## config.mk

```make
export PLATFORM = sky130hd
export DESIGN_NAME = pta_timing_out
export DESIGN_NICKNAME = d
export VERILOG_FILES = /design/src/pkg/pta_pkg.sv /design/src/pkg/pta_pulse_if.sv /design/src/hw/pta_clk_div.sv /design/src/hw/pta_pulse_gen.sv /design/src/hw/pta_timing_out.sv
export SDC_FILE = /design/constraint.sdc
export NUM_CORES = 2
export LEC_CHECK = 0
export ABC_AREA = 1
export BUFFER_PORTS_ARGS = -buffer_cell sky130_fd_sc_hd__buf_2
export CORE_MARGIN = 2
export CORE_UTILIZATION = 37
export DETAILED_ROUTE_END_ITERATION = 8
export GPL_TIMING_DRIVEN = 0
export SLEW_MARGIN = 25
export SYNTH_ARGS = -nofsm -noshare
export SYNTH_HDL_FRONTEND = slang
export SYNTH_HIERARCHICAL = 1
export SYNTH_SLANG_ARGS = --single-unit
```

## constraint.sdc

```tcl
create_clock -name clk_sys -period 12.8 [get_ports clk_sys]
set_input_delay 2.56 -clock clk_sys [delete_from_list [all_inputs] [get_ports clk_sys]]
set_output_delay 2.56 -clock clk_sys [all_outputs]
set_load 0.01 [all_outputs]
```

## src/pkg/pta_pkg.sv

```systemverilog
package pta_pkg;
	// the parallel pattern clock carries eight bits per cycle
	localparam int PTA_BITS_PER_CLK = 8;
	localparam int PTA_BPC_SHIFT    = 3;
	localparam int PTA_CFG_W        = 32;
	localparam int PTA_LCM_W        = 40;
	localparam int PTA_POS_W        = 36;
	localparam int PTA_DIV_W        = 10;
	localparam int PTA_BLK_W        = 9;
	localparam int PTA_ROW_W        = 5;
	// granularity and limits, all in bits
	localparam logic [PTA_LCM_W-1:0] PTA_GRAN_BITS    = 40'h00_0000_0080;
	localparam int                   PTA_GRAN_SHIFT   = 7;
	localparam logic [PTA_LCM_W-1:0] PTA_SYNC_TAIL    = 40'h00_0000_0088;
	localparam logic [PTA_LCM_W-1:0] PTA_EXT_MIN_BITS = 40'h00_0000_0200;
	localparam logic [PTA_LCM_W-1:0] PTA_NONMIX_MAX   = 40'h07_FFFF_FF80;
	localparam logic [PTA_LCM_W-1:0] PTA_MIX_MAX      = 40'h00_8FFF_FF80;
	// divider ratio limits
	localparam logic [PTA_DIV_W-1:0] PTA_DIV_MIN = 10'h004;
	localparam logic [PTA_DIV_W-1:0] PTA_DIV_MAX = 10'h200;
	// reset values
	localparam logic [PTA_LCM_W-1:0] PTA_LCM_RST  = 40'h00_0000_0200;
	localparam logic [PTA_POS_W-1:0] PTA_POS_RST  = 36'h0_0000_0000;

	typedef enum logic [1:0] {PTA_AUX_CLK, PTA_AUX_SYNC, PTA_AUX_BURST2} pta_aux_sel_t;
	typedef enum logic [2:0] {PTA_PAT_PRBS, PTA_PAT_ZSUB, PTA_PAT_DATA, PTA_PAT_PROG, PTA_PAT_MIXED} pta_pat_t;
	typedef enum logic {PTA_SEQ_REPEAT, PTA_SEQ_BURST} pta_seq_t;
	typedef enum logic [1:0] {PTA_EXT_IDLE, PTA_EXT_GROW, PTA_EXT_DONE} pta_ext_state_t;

	// bounds a setting to [lo, hi]; hi below lo yields lo
	function automatic logic [PTA_LCM_W-1:0] pta_clamp(input logic [PTA_LCM_W-1:0] v,
		input logic [PTA_LCM_W-1:0] lo, input logic [PTA_LCM_W-1:0] hi);
		logic [PTA_LCM_W-1:0] r;
		r = v;
		if (v > hi)
			r = hi;
		if (r < lo)
			r = lo;
		return r;
	endfunction

	// subtraction that stops at zero
	function automatic logic [PTA_LCM_W-1:0] pta_sat_sub(input logic [PTA_LCM_W-1:0] a,
		input logic [PTA_LCM_W-1:0] b);
		return (a > b) ? (a - b) : '0;
	endfunction
endpackage

```

## src/pkg/pta_pulse_if.sv

```systemverilog
`timescale 1ns/1ps
`default_nettype none
// one delayed pulse channel between the controller and a pulse generator
interface pta_pulse_if #(parameter int W = 36);
	logic         start;
	logic [W-1:0] delay;
	logic [W-1:0] width;
	logic         pulse;
	modport gen (input start, input delay, input width, output pulse);
	modport ctl (output start, output delay, output width, input pulse);
endinterface
`default_nettype wire

```

## src/hw/pta_clk_div.sv

```systemverilog
`timescale 1ns/1ps
`default_nettype none
// square wave with a period of ratio clocks; ratio must be even
module pta_clk_div #(
	parameter int W = 10
) (
	input  wire logic         clk_sys,
	input  wire logic         sys_rst,
	input  wire logic [W-1:0] ratio,
	output var  logic         div_clk
);
	logic [W-1:0] cnt;
	wire  [W-1:0] half_m1 = (ratio >> 1) - 1'b1;

	// a ratio change takes effect at once, shortening or stretching the half-period in progress
	always_ff @(posedge clk_sys) begin
		if (sys_rst) begin
			cnt     <= '0;
			div_clk <= 1'b0;
		end else if (cnt >= half_m1) begin
			cnt     <= '0;
			div_clk <= ~div_clk;
		end else begin
			cnt <= cnt + 1'b1;
		end
	end
endmodule
`default_nettype wire

```

## src/hw/pta_pulse_gen.sv

```systemverilog
`timescale 1ns/1ps
`default_nettype none
// delay then width, both in pattern clock cycles; a new start restarts the shot
module pta_pulse_gen #(
	parameter int W = 36
) (
	input  wire logic clk_sys,
	input  wire logic sys_rst,
	pta_pulse_if.gen  pif
);
	logic [W:0] cnt;
	logic       run;
	wire  [W:0] stop_at  = {1'b0, pif.delay} + {1'b0, pif.width};
	wire        in_win   = run && (cnt >= {1'b0, pif.delay}) && (cnt < stop_at);
	wire        finished = run && (cnt >= stop_at);

	// zero width never raises the pulse, which is how width 0 disables it
	always_ff @(posedge clk_sys) begin
		if (sys_rst) begin
			cnt       <= '0;
			run       <= 1'b0;
			pif.pulse <= 1'b0;
		end else begin
			pif.pulse <= in_win;
			if (pif.start) begin
				cnt <= '0;
				run <= 1'b1;
			end else if (finished) begin
				run <= 1'b0;
			end else if (run) begin
				cnt <= cnt + 1'b1;
			end
		end
	end
endmodule
`default_nettype wire

```

## src/hw/pta_timing_out.sv

```systemverilog
//Operation
//- aux output selects divided clock (ratio 4..512), sync marker or second burst pulse.
//- sync position 1..lcm(extended length,128)-135, 8-bit steps, for PRBS or programmable data.
//- lengths up to 511 bits extend to the smallest multiple reaching 512 bits.
//- mixed patterns place sync by block and row number, each 1..configured count.
//- second burst pulse delay and width each 0..burst cycle-128, 8-bit steps.
//- burst gating window width 128..burst cycle-128 after a settable delay.
//- repeat gating pulse period is pattern length rounded down to 128 multiple, or total mixed length for mixed.
//- repeat pulse width 128..lcm(extended length,128)-128 for PRBS, zero-subst, data.
//- non-mixed repeat width never above 34359738240 bits; counters sized for it.
//- mixed repeat width 128..total mixed length-128, at most 2415918976.
//- repeat pulse delay has the same range and step as its width.
`timescale 1ns/1ps
`default_nettype none
module pta_timing_out
	import pta_pkg::*;
(
	input  wire logic                       clk_sys,
	input  wire logic                       sys_rst,
	input  wire pta_pkg::pta_pat_t          pat_type,
	input  wire pta_pkg::pta_seq_t          seq_mode,
	input  wire logic [pta_pkg::PTA_CFG_W-1:0] pat_len_bits,
	input  wire logic                       cfg_load,
	input  wire logic                       pat_start,
	input  wire logic [pta_pkg::PTA_CFG_W-1:0] burst_cycle_bits,
	input  wire logic                       burst_start,
	input  wire logic [pta_pkg::PTA_CFG_W-1:0] mix_total_bits,
	input  wire logic [pta_pkg::PTA_BLK_W-1:0] mix_blocks,
	input  wire logic [pta_pkg::PTA_ROW_W-1:0] mix_rows,
	input  wire logic                       mix_row_start,
	input  wire logic [pta_pkg::PTA_BLK_W-1:0] mix_cur_block,
	input  wire logic [pta_pkg::PTA_ROW_W-1:0] mix_cur_row,
	input  wire logic                       aux_en,
	input  wire pta_pkg::pta_aux_sel_t      aux_sel,
	input  wire logic [pta_pkg::PTA_DIV_W-1:0] div_ratio,
	input  wire logic [pta_pkg::PTA_POS_W-1:0] sync_pos,
	input  wire logic [pta_pkg::PTA_BLK_W-1:0] mark_block,
	input  wire logic [pta_pkg::PTA_ROW_W-1:0] mark_row,
	input  wire logic [pta_pkg::PTA_CFG_W-1:0] b2_delay,
	input  wire logic [pta_pkg::PTA_CFG_W-1:0] b2_width,
	input  wire logic [pta_pkg::PTA_CFG_W-1:0] gw_delay,
	input  wire logic [pta_pkg::PTA_CFG_W-1:0] gw_width,
	input  wire logic                       gate_en,
	input  wire logic [pta_pkg::PTA_CFG_W-1:0] rp_delay,
	input  wire logic [pta_pkg::PTA_CFG_W-1:0] rp_width,
	output var  logic                       aux_out,
	output var  logic                       gate_out,
	output var  logic                       len_ready
);
	import pta_pkg::*;

	localparam int CW = PTA_CFG_W;
	localparam int LW = PTA_LCM_W;
	localparam int PW = PTA_POS_W;

	// lowest set bit position of a length, saturating at the 128-bit granularity
	function automatic logic [2:0] low_zeros(input logic [LW-1:0] v);
		logic [2:0] n;
		logic       seen;
		n    = 3'h0;
		seen = 1'b0;
		for (int i = 0; i < PTA_GRAN_SHIFT; i++) begin
			if (!seen && !v[i])
				n = n + 3'h1;
			else
				seen = 1'b1;
		end
		return n;
	endfunction

	// ---------------- extended length and alignment period ----------------
	pta_ext_state_t   ext_state;
	pta_ext_state_t   next_ext_state;
	logic [LW-1:0]    ext_len;
	logic [LW-1:0]    lcm_bits;
	wire  [LW-1:0]    len_w    = {{(LW-CW){1'b0}}, pat_len_bits};
	wire              ext_short = ext_len < PTA_EXT_MIN_BITS;
	wire  [2:0]       ext_tz    = low_zeros(ext_len);
	// lcm with 128 is the length scaled by the powers of two it lacks
	wire  [2:0]       lcm_sh    = 3'(PTA_GRAN_SHIFT) - ext_tz;
	wire  [LW-1:0]    next_lcm  = ext_len << lcm_sh;

	// next state of the length extension walk
	always_comb begin
		next_ext_state = ext_state;
		unique case (ext_state)
			PTA_EXT_IDLE: next_ext_state = PTA_EXT_GROW;
			PTA_EXT_GROW: if (!ext_short) next_ext_state = PTA_EXT_DONE;
			PTA_EXT_DONE: if (cfg_load) next_ext_state = PTA_EXT_IDLE;
		endcase
	end

	// repeated addition avoids a divider; at most 512 cycles for a 1-bit length
	always_ff @(posedge clk_sys) begin
		if (sys_rst) begin
			ext_state <= PTA_EXT_IDLE;
			ext_len   <= PTA_LCM_RST;
			lcm_bits  <= PTA_LCM_RST;
		end else begin
			ext_state <= next_ext_state;
			if (ext_state == PTA_EXT_IDLE)
				ext_len <= (len_w == '0) ? PTA_EXT_MIN_BITS : len_w;
			else if (ext_state == PTA_EXT_GROW && ext_short)
				ext_len <= ext_len + len_w;
			else if (ext_state == PTA_EXT_GROW)
				lcm_bits <= next_lcm;
		end
	end

	// ---------------- word counts, eight bits per clock ----------------
	wire [LW-1:0] lcm_words   = lcm_bits >> PTA_BPC_SHIFT;
	wire [LW-1:0] gran_words  = PTA_GRAN_BITS >> PTA_BPC_SHIFT;
	wire [LW-1:0] bc_words    = {{(LW-CW){1'b0}}, burst_cycle_bits} >> PTA_BPC_SHIFT;
	wire [LW-1:0] mix_words   = {{(LW-CW){1'b0}}, mix_total_bits} >> PTA_BPC_SHIFT;
	wire          is_mixed    = pat_type == PTA_PAT_MIXED;
	wire          is_burst    = seq_mode == PTA_SEQ_BURST;
	// cycle of the repeat pulse: length with the last partial 128 bits dropped
	wire [LW-1:0] rep_period  = ((len_w >> PTA_GRAN_SHIFT) << PTA_GRAN_SHIFT) >> PTA_BPC_SHIFT;
	wire [LW-1:0] rep_per_sel = is_mixed ? mix_words : rep_period;

	// ---------------- setting bounds ----------------
	wire [LW-1:0] bc_hi     = pta_sat_sub(bc_words, gran_words);
	wire [LW-1:0] sync_hi   = pta_sat_sub(lcm_bits, PTA_SYNC_TAIL) >> PTA_BPC_SHIFT;
	wire [LW-1:0] nm_span   = pta_sat_sub(lcm_bits, PTA_GRAN_BITS);
	wire [LW-1:0] nm_hi_b   = (nm_span > PTA_NONMIX_MAX) ? PTA_NONMIX_MAX : nm_span;
	wire [LW-1:0] mx_span   = pta_sat_sub({{(LW-CW){1'b0}}, mix_total_bits}, PTA_GRAN_BITS);
	wire [LW-1:0] mx_hi_b   = (mx_span > PTA_MIX_MAX) ? PTA_MIX_MAX : mx_span;
	wire [LW-1:0] rp_hi     = (is_mixed ? mx_hi_b : nm_hi_b) >> PTA_BPC_SHIFT;

	wire [LW-1:0] b2_d_eff  = pta_clamp({{(LW-CW){1'b0}}, b2_delay}, '0, bc_hi);
	wire [LW-1:0] b2_w_eff  = pta_clamp({{(LW-CW){1'b0}}, b2_width}, '0, bc_hi);
	wire [LW-1:0] gw_d_eff  = pta_clamp({{(LW-CW){1'b0}}, gw_delay}, '0, bc_hi);
	wire [LW-1:0] gw_w_eff  = pta_clamp({{(LW-CW){1'b0}}, gw_width}, gran_words, bc_hi);
	wire [LW-1:0] rp_w_eff  = pta_clamp({{(LW-CW){1'b0}}, rp_width}, gran_words, rp_hi);
	wire [LW-1:0] rp_d_eff  = pta_clamp({{(LW-CW){1'b0}}, rp_delay}, gran_words, rp_hi);
	wire [LW-1:0] pos_eff   = pta_clamp({{(LW-PW){1'b0}}, sync_pos}, '0, sync_hi);

	// ---------------- alignment and sync marker counter ----------------
	logic          aligned;
	logic [PW-1:0] sync_cnt;
	logic [LW-1:0] rep_cnt;
	logic          rep_tick;
	logic          sync_mark;
	wire  [PW-1:0] sync_last = PW'(lcm_words - 1'b1);
	wire           sync_wrap = sync_cnt >= sync_last;
	wire           rep_wrap  = rep_cnt >= (rep_per_sel - 1'b1);
	wire           sync_hit  = aligned && (sync_cnt == PW'(pos_eff));

	// the first pattern start after a length change aligns both counters
	always_ff @(posedge clk_sys) begin
		if (sys_rst || cfg_load)
			aligned <= 1'b0;
		else if (pat_start && len_ready)
			aligned <= 1'b1;
	end

	// position counter over one alignment period; marker is one cycle wide
	always_ff @(posedge clk_sys) begin
		if (sys_rst) begin
			sync_cnt  <= PTA_POS_RST;
			sync_mark <= 1'b0;
		end else begin
			sync_mark <= sync_hit;
			if (!aligned || sync_wrap)
				sync_cnt <= '0;
			else
				sync_cnt <= sync_cnt + 1'b1;
		end
	end

	// repeat period counter; a zero period leaves the tick idle
	always_ff @(posedge clk_sys) begin
		if (sys_rst) begin
			rep_cnt  <= '0;
			rep_tick <= 1'b0;
		end else begin
			rep_tick <= aligned && (rep_cnt == '0) && (rep_per_sel != '0);
			if (!aligned || rep_wrap)
				rep_cnt <= '0;
			else
				rep_cnt <= rep_cnt + 1'b1;
		end
	end

	// ---------------- mixed block and row marker ----------------
	wire [PTA_BLK_W-1:0] blk_lo  = PTA_BLK_W'(1);
	wire [PTA_ROW_W-1:0] row_lo  = PTA_ROW_W'(1);
	wire [PTA_BLK_W-1:0] blk_eff = (mark_block < blk_lo) ? blk_lo :
		(mark_block > mix_blocks) ? mix_blocks : mark_block;
	wire [PTA_ROW_W-1:0] row_eff = (mark_row < row_lo) ? row_lo :
		(mark_row > mix_rows) ? mix_rows : mark_row;
	logic                mix_mark;

	// marks the start of the chosen row inside the chosen block
	always_ff @(posedge clk_sys) begin
		if (sys_rst)
			mix_mark <= 1'b0;
		else
			mix_mark <= mix_row_start && (mix_cur_block == blk_eff) && (mix_cur_row == row_eff);
	end

	// ---------------- pulse channels ----------------
	pta_pulse_if #(.W(LW)) b2_if ();
	pta_pulse_if #(.W(LW)) gw_if ();
	pta_pulse_if #(.W(LW)) rp_if ();

	// burst channels restart every burst cycle, repeat channel every period
	assign b2_if.start = burst_start;
	assign b2_if.delay = b2_d_eff;
	assign b2_if.width = b2_w_eff;
	assign gw_if.start = burst_start && is_burst;
	assign gw_if.delay = gw_d_eff;
	assign gw_if.width = gw_w_eff;
	assign rp_if.start = rep_tick && !is_burst;
	assign rp_if.delay = rp_d_eff;
	assign rp_if.width = rp_w_eff;

	pta_pulse_gen #(.W(LW)) u_b2 (
		.clk_sys (clk_sys),
		.sys_rst (sys_rst),
		.pif     (b2_if.gen)
	);

	pta_pulse_gen #(.W(LW)) u_gw (
		.clk_sys (clk_sys),
		.sys_rst (sys_rst),
		.pif     (gw_if.gen)
	);

	pta_pulse_gen #(.W(LW)) u_rp (
		.clk_sys (clk_sys),
		.sys_rst (sys_rst),
		.pif     (rp_if.gen)
	);

	// ---------------- divided clock ----------------
	// odd ratios are rounded down to even so the wave stays symmetric
	wire [PTA_DIV_W-1:0] div_even = {div_ratio[PTA_DIV_W-1:1], 1'b0};
	wire [PTA_DIV_W-1:0] div_eff  = (div_even < PTA_DIV_MIN) ? PTA_DIV_MIN :
		(div_even > PTA_DIV_MAX) ? PTA_DIV_MAX : div_even;
	logic                div_clk;

	pta_clk_div #(.W(PTA_DIV_W)) u_div (
		.clk_sys (clk_sys),
		.sys_rst (sys_rst),
		.ratio   (div_eff),
		.div_clk (div_clk)
	);

	// ---------------- output selection ----------------
	wire sync_src = is_mixed ? mix_mark : sync_mark;
	wire aux_pick = (aux_sel == PTA_AUX_CLK)  ? div_clk :
		(aux_sel == PTA_AUX_SYNC) ? sync_src : b2_if.pulse;
	wire gate_pick = is_burst ? gw_if.pulse : rp_if.pulse;

	// every output leaves from a flop; disabled outputs sit low
	always_ff @(posedge clk_sys) begin
		if (sys_rst) begin
			aux_out   <= 1'b0;
			gate_out  <= 1'b0;
			len_ready <= 1'b0;
		end else begin
			aux_out   <= aux_en && aux_pick;
			gate_out  <= gate_en && gate_pick;
			len_ready <= next_ext_state == PTA_EXT_DONE;
		end
	end
endmodule
`default_nettype wire

```

==> metrics.md <==
| Metric | Value |
|---|---|
| Arrival time worst endpoint | 12.75 ns |
| Max-Cap Viols | 0 |
| Die footprint | 138000 sq um |
| Worst-path clk slew | approximately 0.05 ns |
| Setup Fix Bufs, Post-CTS | 0 |
| Post-synth EDFFs | 0 |
| Final Hold Viols | 0 |
| Layout area overhead | 12.1% |
| Leak | 0.0266 uW |
| Max VDD drop | 0.000187 V |
| Fraction of final layout cells sized beyond drive strength 1 | 0.0778 |
| Tightest Pin Transition | approximately 1 ns |
| PwrDens | 174 nW/um^2 |
| Pre-CTS WS | -0.369 ns |
| Max Fanout on Critical Path | 10 |
| Placeable core area | 134000 sq um |
| Inst Count DP | 10600 |
| Status | finished, final reports clean |
| Worst setup slack after layout | 0.568 ns |
| CTS max path bufs | 3 |
| Asr flop ratio synth | 0 |
| Total Wirelength | 216 mm |
| Ys flop type | dfxtp_1 |
| Via density | roughly 5.5 |
| Max H-tree Level | 2 |
| Area leader, netlist | ha_1 |
| CP Buf/Inv Count | 11 |
| Ys Warns | 6 |
| Top post-synthesis cells by area | ha_1 (19%), nand2_1 (17%), dfxtp_1 (12%) |
| Vias | 58700 |
| Max Slew Vio Count | 0 |
| Hold_ws | about 0.45 ns |
| DRC errors left | 0 |
| Count leader, synth | nand2_1 |
| Congestion Overflow GR | 0 |
| Cell variety after synth | 76 |
| Post-DRT Antenna Nets | 0 |
| First-pass GRT wire length | 323 mm |
| Syn avg cell area | about 6.0 sq um |
| Nets | 10000 |
| 1st-iter DRT viols | 5695 |
| Initial antenna violation count | 29 |
| Fmax | 81.8 MHz |
| Ports | ~400 |
| HP Class | reg -> reg |
| #FFs+latches synth | 305 |
| CTS tree | yes |
| Final setup viols | 0 |
| Die W | roughly 370 um |
| Cells after Synth | 8401 |
| Most frequent CP cell | nand2_1 |
| Slowest-stage cell, CP | a221oi_1 |
| Top delay family on crit path | simple AND/OR/NAND/NOR gates |
| Yosys top cell area share | 0.186 |
| Worst-Skew Late Latency | 0.65 ns |
| Fin cells | 10700 |
| PortBufs | 388 |
| Fin crit share | 0.956 |
| Routed len/inst | 20.2 um |
| Num CTS Buffers | 42 |
| 1st-pass router iterations | 7 |
| CTS Hold Bufs | 0 |
| Sequential element share of the synthesized area | 0.122 |
| CP Class | in -> reg |
| Minimum clock period | roughly 12 ns |
| Largest incremental delay on the critical path | between 0.5 and 0.6 ns |
| Total GRT Usage | 0.302 |
| Kind of end point of the critical path | flip-flop |
| RD Place Congestion | 1.03 |
| Core Rows | 134 |
| Clk_skew | 0.0552 ns |
| Initial Util | 0.374 |
| CTS root buffer | clkbuf_16 |
| Pin count of the biggest net entering global routing | 19 |
| Required time worst endpoint | 13.32 ns |
| Top cells by count, synth | nand2_1 (2200), inv_1 (1054), nor2_1 (1026) |
| Crit path launch type | input port |
| Vias in the first global route | 54800 |
| Die height | 372 um |
| Rel. slew slack | 0.314 |
| Mapped Area | 50000 sq um |
| Fillcell total | roughly 15000 |
| # clock sinks | just over 300 |
| Final HPWL DP | about 190 mm |
==> worst paths after layout <==
kind                      from      endpoint  slack, ns  cells past startpoint
max          mix_total_bits[7]  u_rp/cnt[38]       0.57                     53
min                sync_cnt[0]   sync_cnt[0]       0.45                      1
max reg2reg        lcm_bits[8]  u_rp/cnt[38]       1.79                     57
min reg2reg        sync_cnt[0]   sync_cnt[0]       0.45                      1
==> sequential cells by signal, summed over array words and instances, names as in the netlist, 2 cells and up <==
register   cells
rep_cnt       40
u_gw/cnt      41
ext_len       40
u_div/cnt     10
u_rp/cnt      41
u_b2/cnt      41
sync_cnt      36
ext_state      2
lcm_bits      40
==> cell type report <==
| class | count | area, sq um | area share |
|---|---|---|---|
| multi-input cells | 6908 | 39300 | 0.701 |
| flip-flops and latches | 305 | 6110 | 0.109 |
| inverters | 1070 | 4020 | 0.0717 |
| well taps | 1768 | 2210 | 0.0395 |
| repair buffers | 390 | 1960 | 0.0349 |
| clock buffers | 54 | 1180 | 0.0210 |
| plain buffers | 189 | 947 | 0.0169 |
| clock inverters | 22 | 294 | 0.00525 |
| diodes | 19 | 47.5 | 0.000848 |
==> cells in the final DEF, fill, tap and decap left out, types with 17 or more instances in the layout <==
| cell type | netlist | final |
|---|---|---|
| inv_1 | 1054 | 1054 |
| a221oi_1 | 31 | 31 |
| o21ai_0 | 501 | 490 |
| nor3b_1 | 30 | 30 |
| nor3_1 | 123 | 123 |
| a21o_1 | 40 | 40 |
| nand4_1 | 272 | 272 |
| or2_2 | 29 | 29 |
| o21a_1 | 58 | 58 |
| nand3b_1 | 42 | 42 |
| o21bai_1 | 29 | 29 |
| a211oi_1 | 28 | 28 |
| o21ai_1 | 18 | 29 |
| o211ai_1 | 36 | 36 |
| nand2_2 | 32 | 32 |
| a21oi_1 | 669 | 669 |
| nand2_1 | 2200 | 2200 |
| clkbuf_1 | 113 | 116 |
| dfxtp_1 | 305 | 305 |
| nor2_4 | 19 | 19 |
| diode_2 | 0 | 19 |
| ha_1 | 743 | 743 |
| nor2_2 | 30 | 31 |
| nor2_1 | 1026 | 1025 |
| nand3_1 | 324 | 324 |
| clkbuf_16 | 0 | 42 |
| conb_1 | 1 | 72 |
| o221ai_1 | 17 | 17 |
| buf_2 | 45 | 433 |
| xor2_1 | 163 | 163 |
| buf_6 | 23 | 23 |
| nor4_1 | 78 | 78 |
| xnor2_1 | 137 | 137 |
==> routing by layer <==
metal | vias up | wire length, um | global-route usage
met5 | - | 41 | 0
met4 | 8 | 9420 | 0.119
met3 | 421 | 15400 | 0.0394
met2 | 2256 | 93600 | 0.483
met1 | 26900 | 97800 | 0.410
li1 | 29000 | - | -
==> per-stage QoR <==
| stage | TNS, ns | util | total power, uW | cell area [sq um] |
|---|---|---|---|---|
| after floorplan | 0 | - | 5930 | 50300 |
| after global placement | -14.36 | 0.407 | 8170 | 54400 |
| after detailed placement | -13.11 | 0.407 | 8210 | 54500 |
| after CTS | 0 | 0.418 | 9520 | 55900 |
| after global routing | -0.0616 | 0.419 | 10600 | 56000 |
| final | 0 | 0.419 | 9740 | 56100 |
==> report_power, final <==
part	switching (uW)	internal, uW
Clock	518	742
Combinational	5150	2300
Sequential	49.6	977
Total	5720	4020
==> what timing repair did <==
action | 4_1_cts | 5_1_grt
hold endpoints to repair | 0 | 0
gates resized for setup | 0 | 18
setup endpoints to repair | 0 | 43
==> worst reg2reg max path, delay by kind of cell, from the launching register on <==
kind	cells	cell delay, ns
simple gates	35	4.63
compound gates	7	2.28
buf+inv	10	1.82
fa+ha+maj	5	1.69
flops	1	0.50
==> cells by family after synthesis <==
family          synth area share
compound gates             0.171
xor+xnor                  0.0525
fa+ha+maj                  0.187
buf+inv                   0.0993
flops                      0.122
mux                      0.00123
other cells            0.0000750
simple gates               0.367
(Power assumes the default switching activity.)
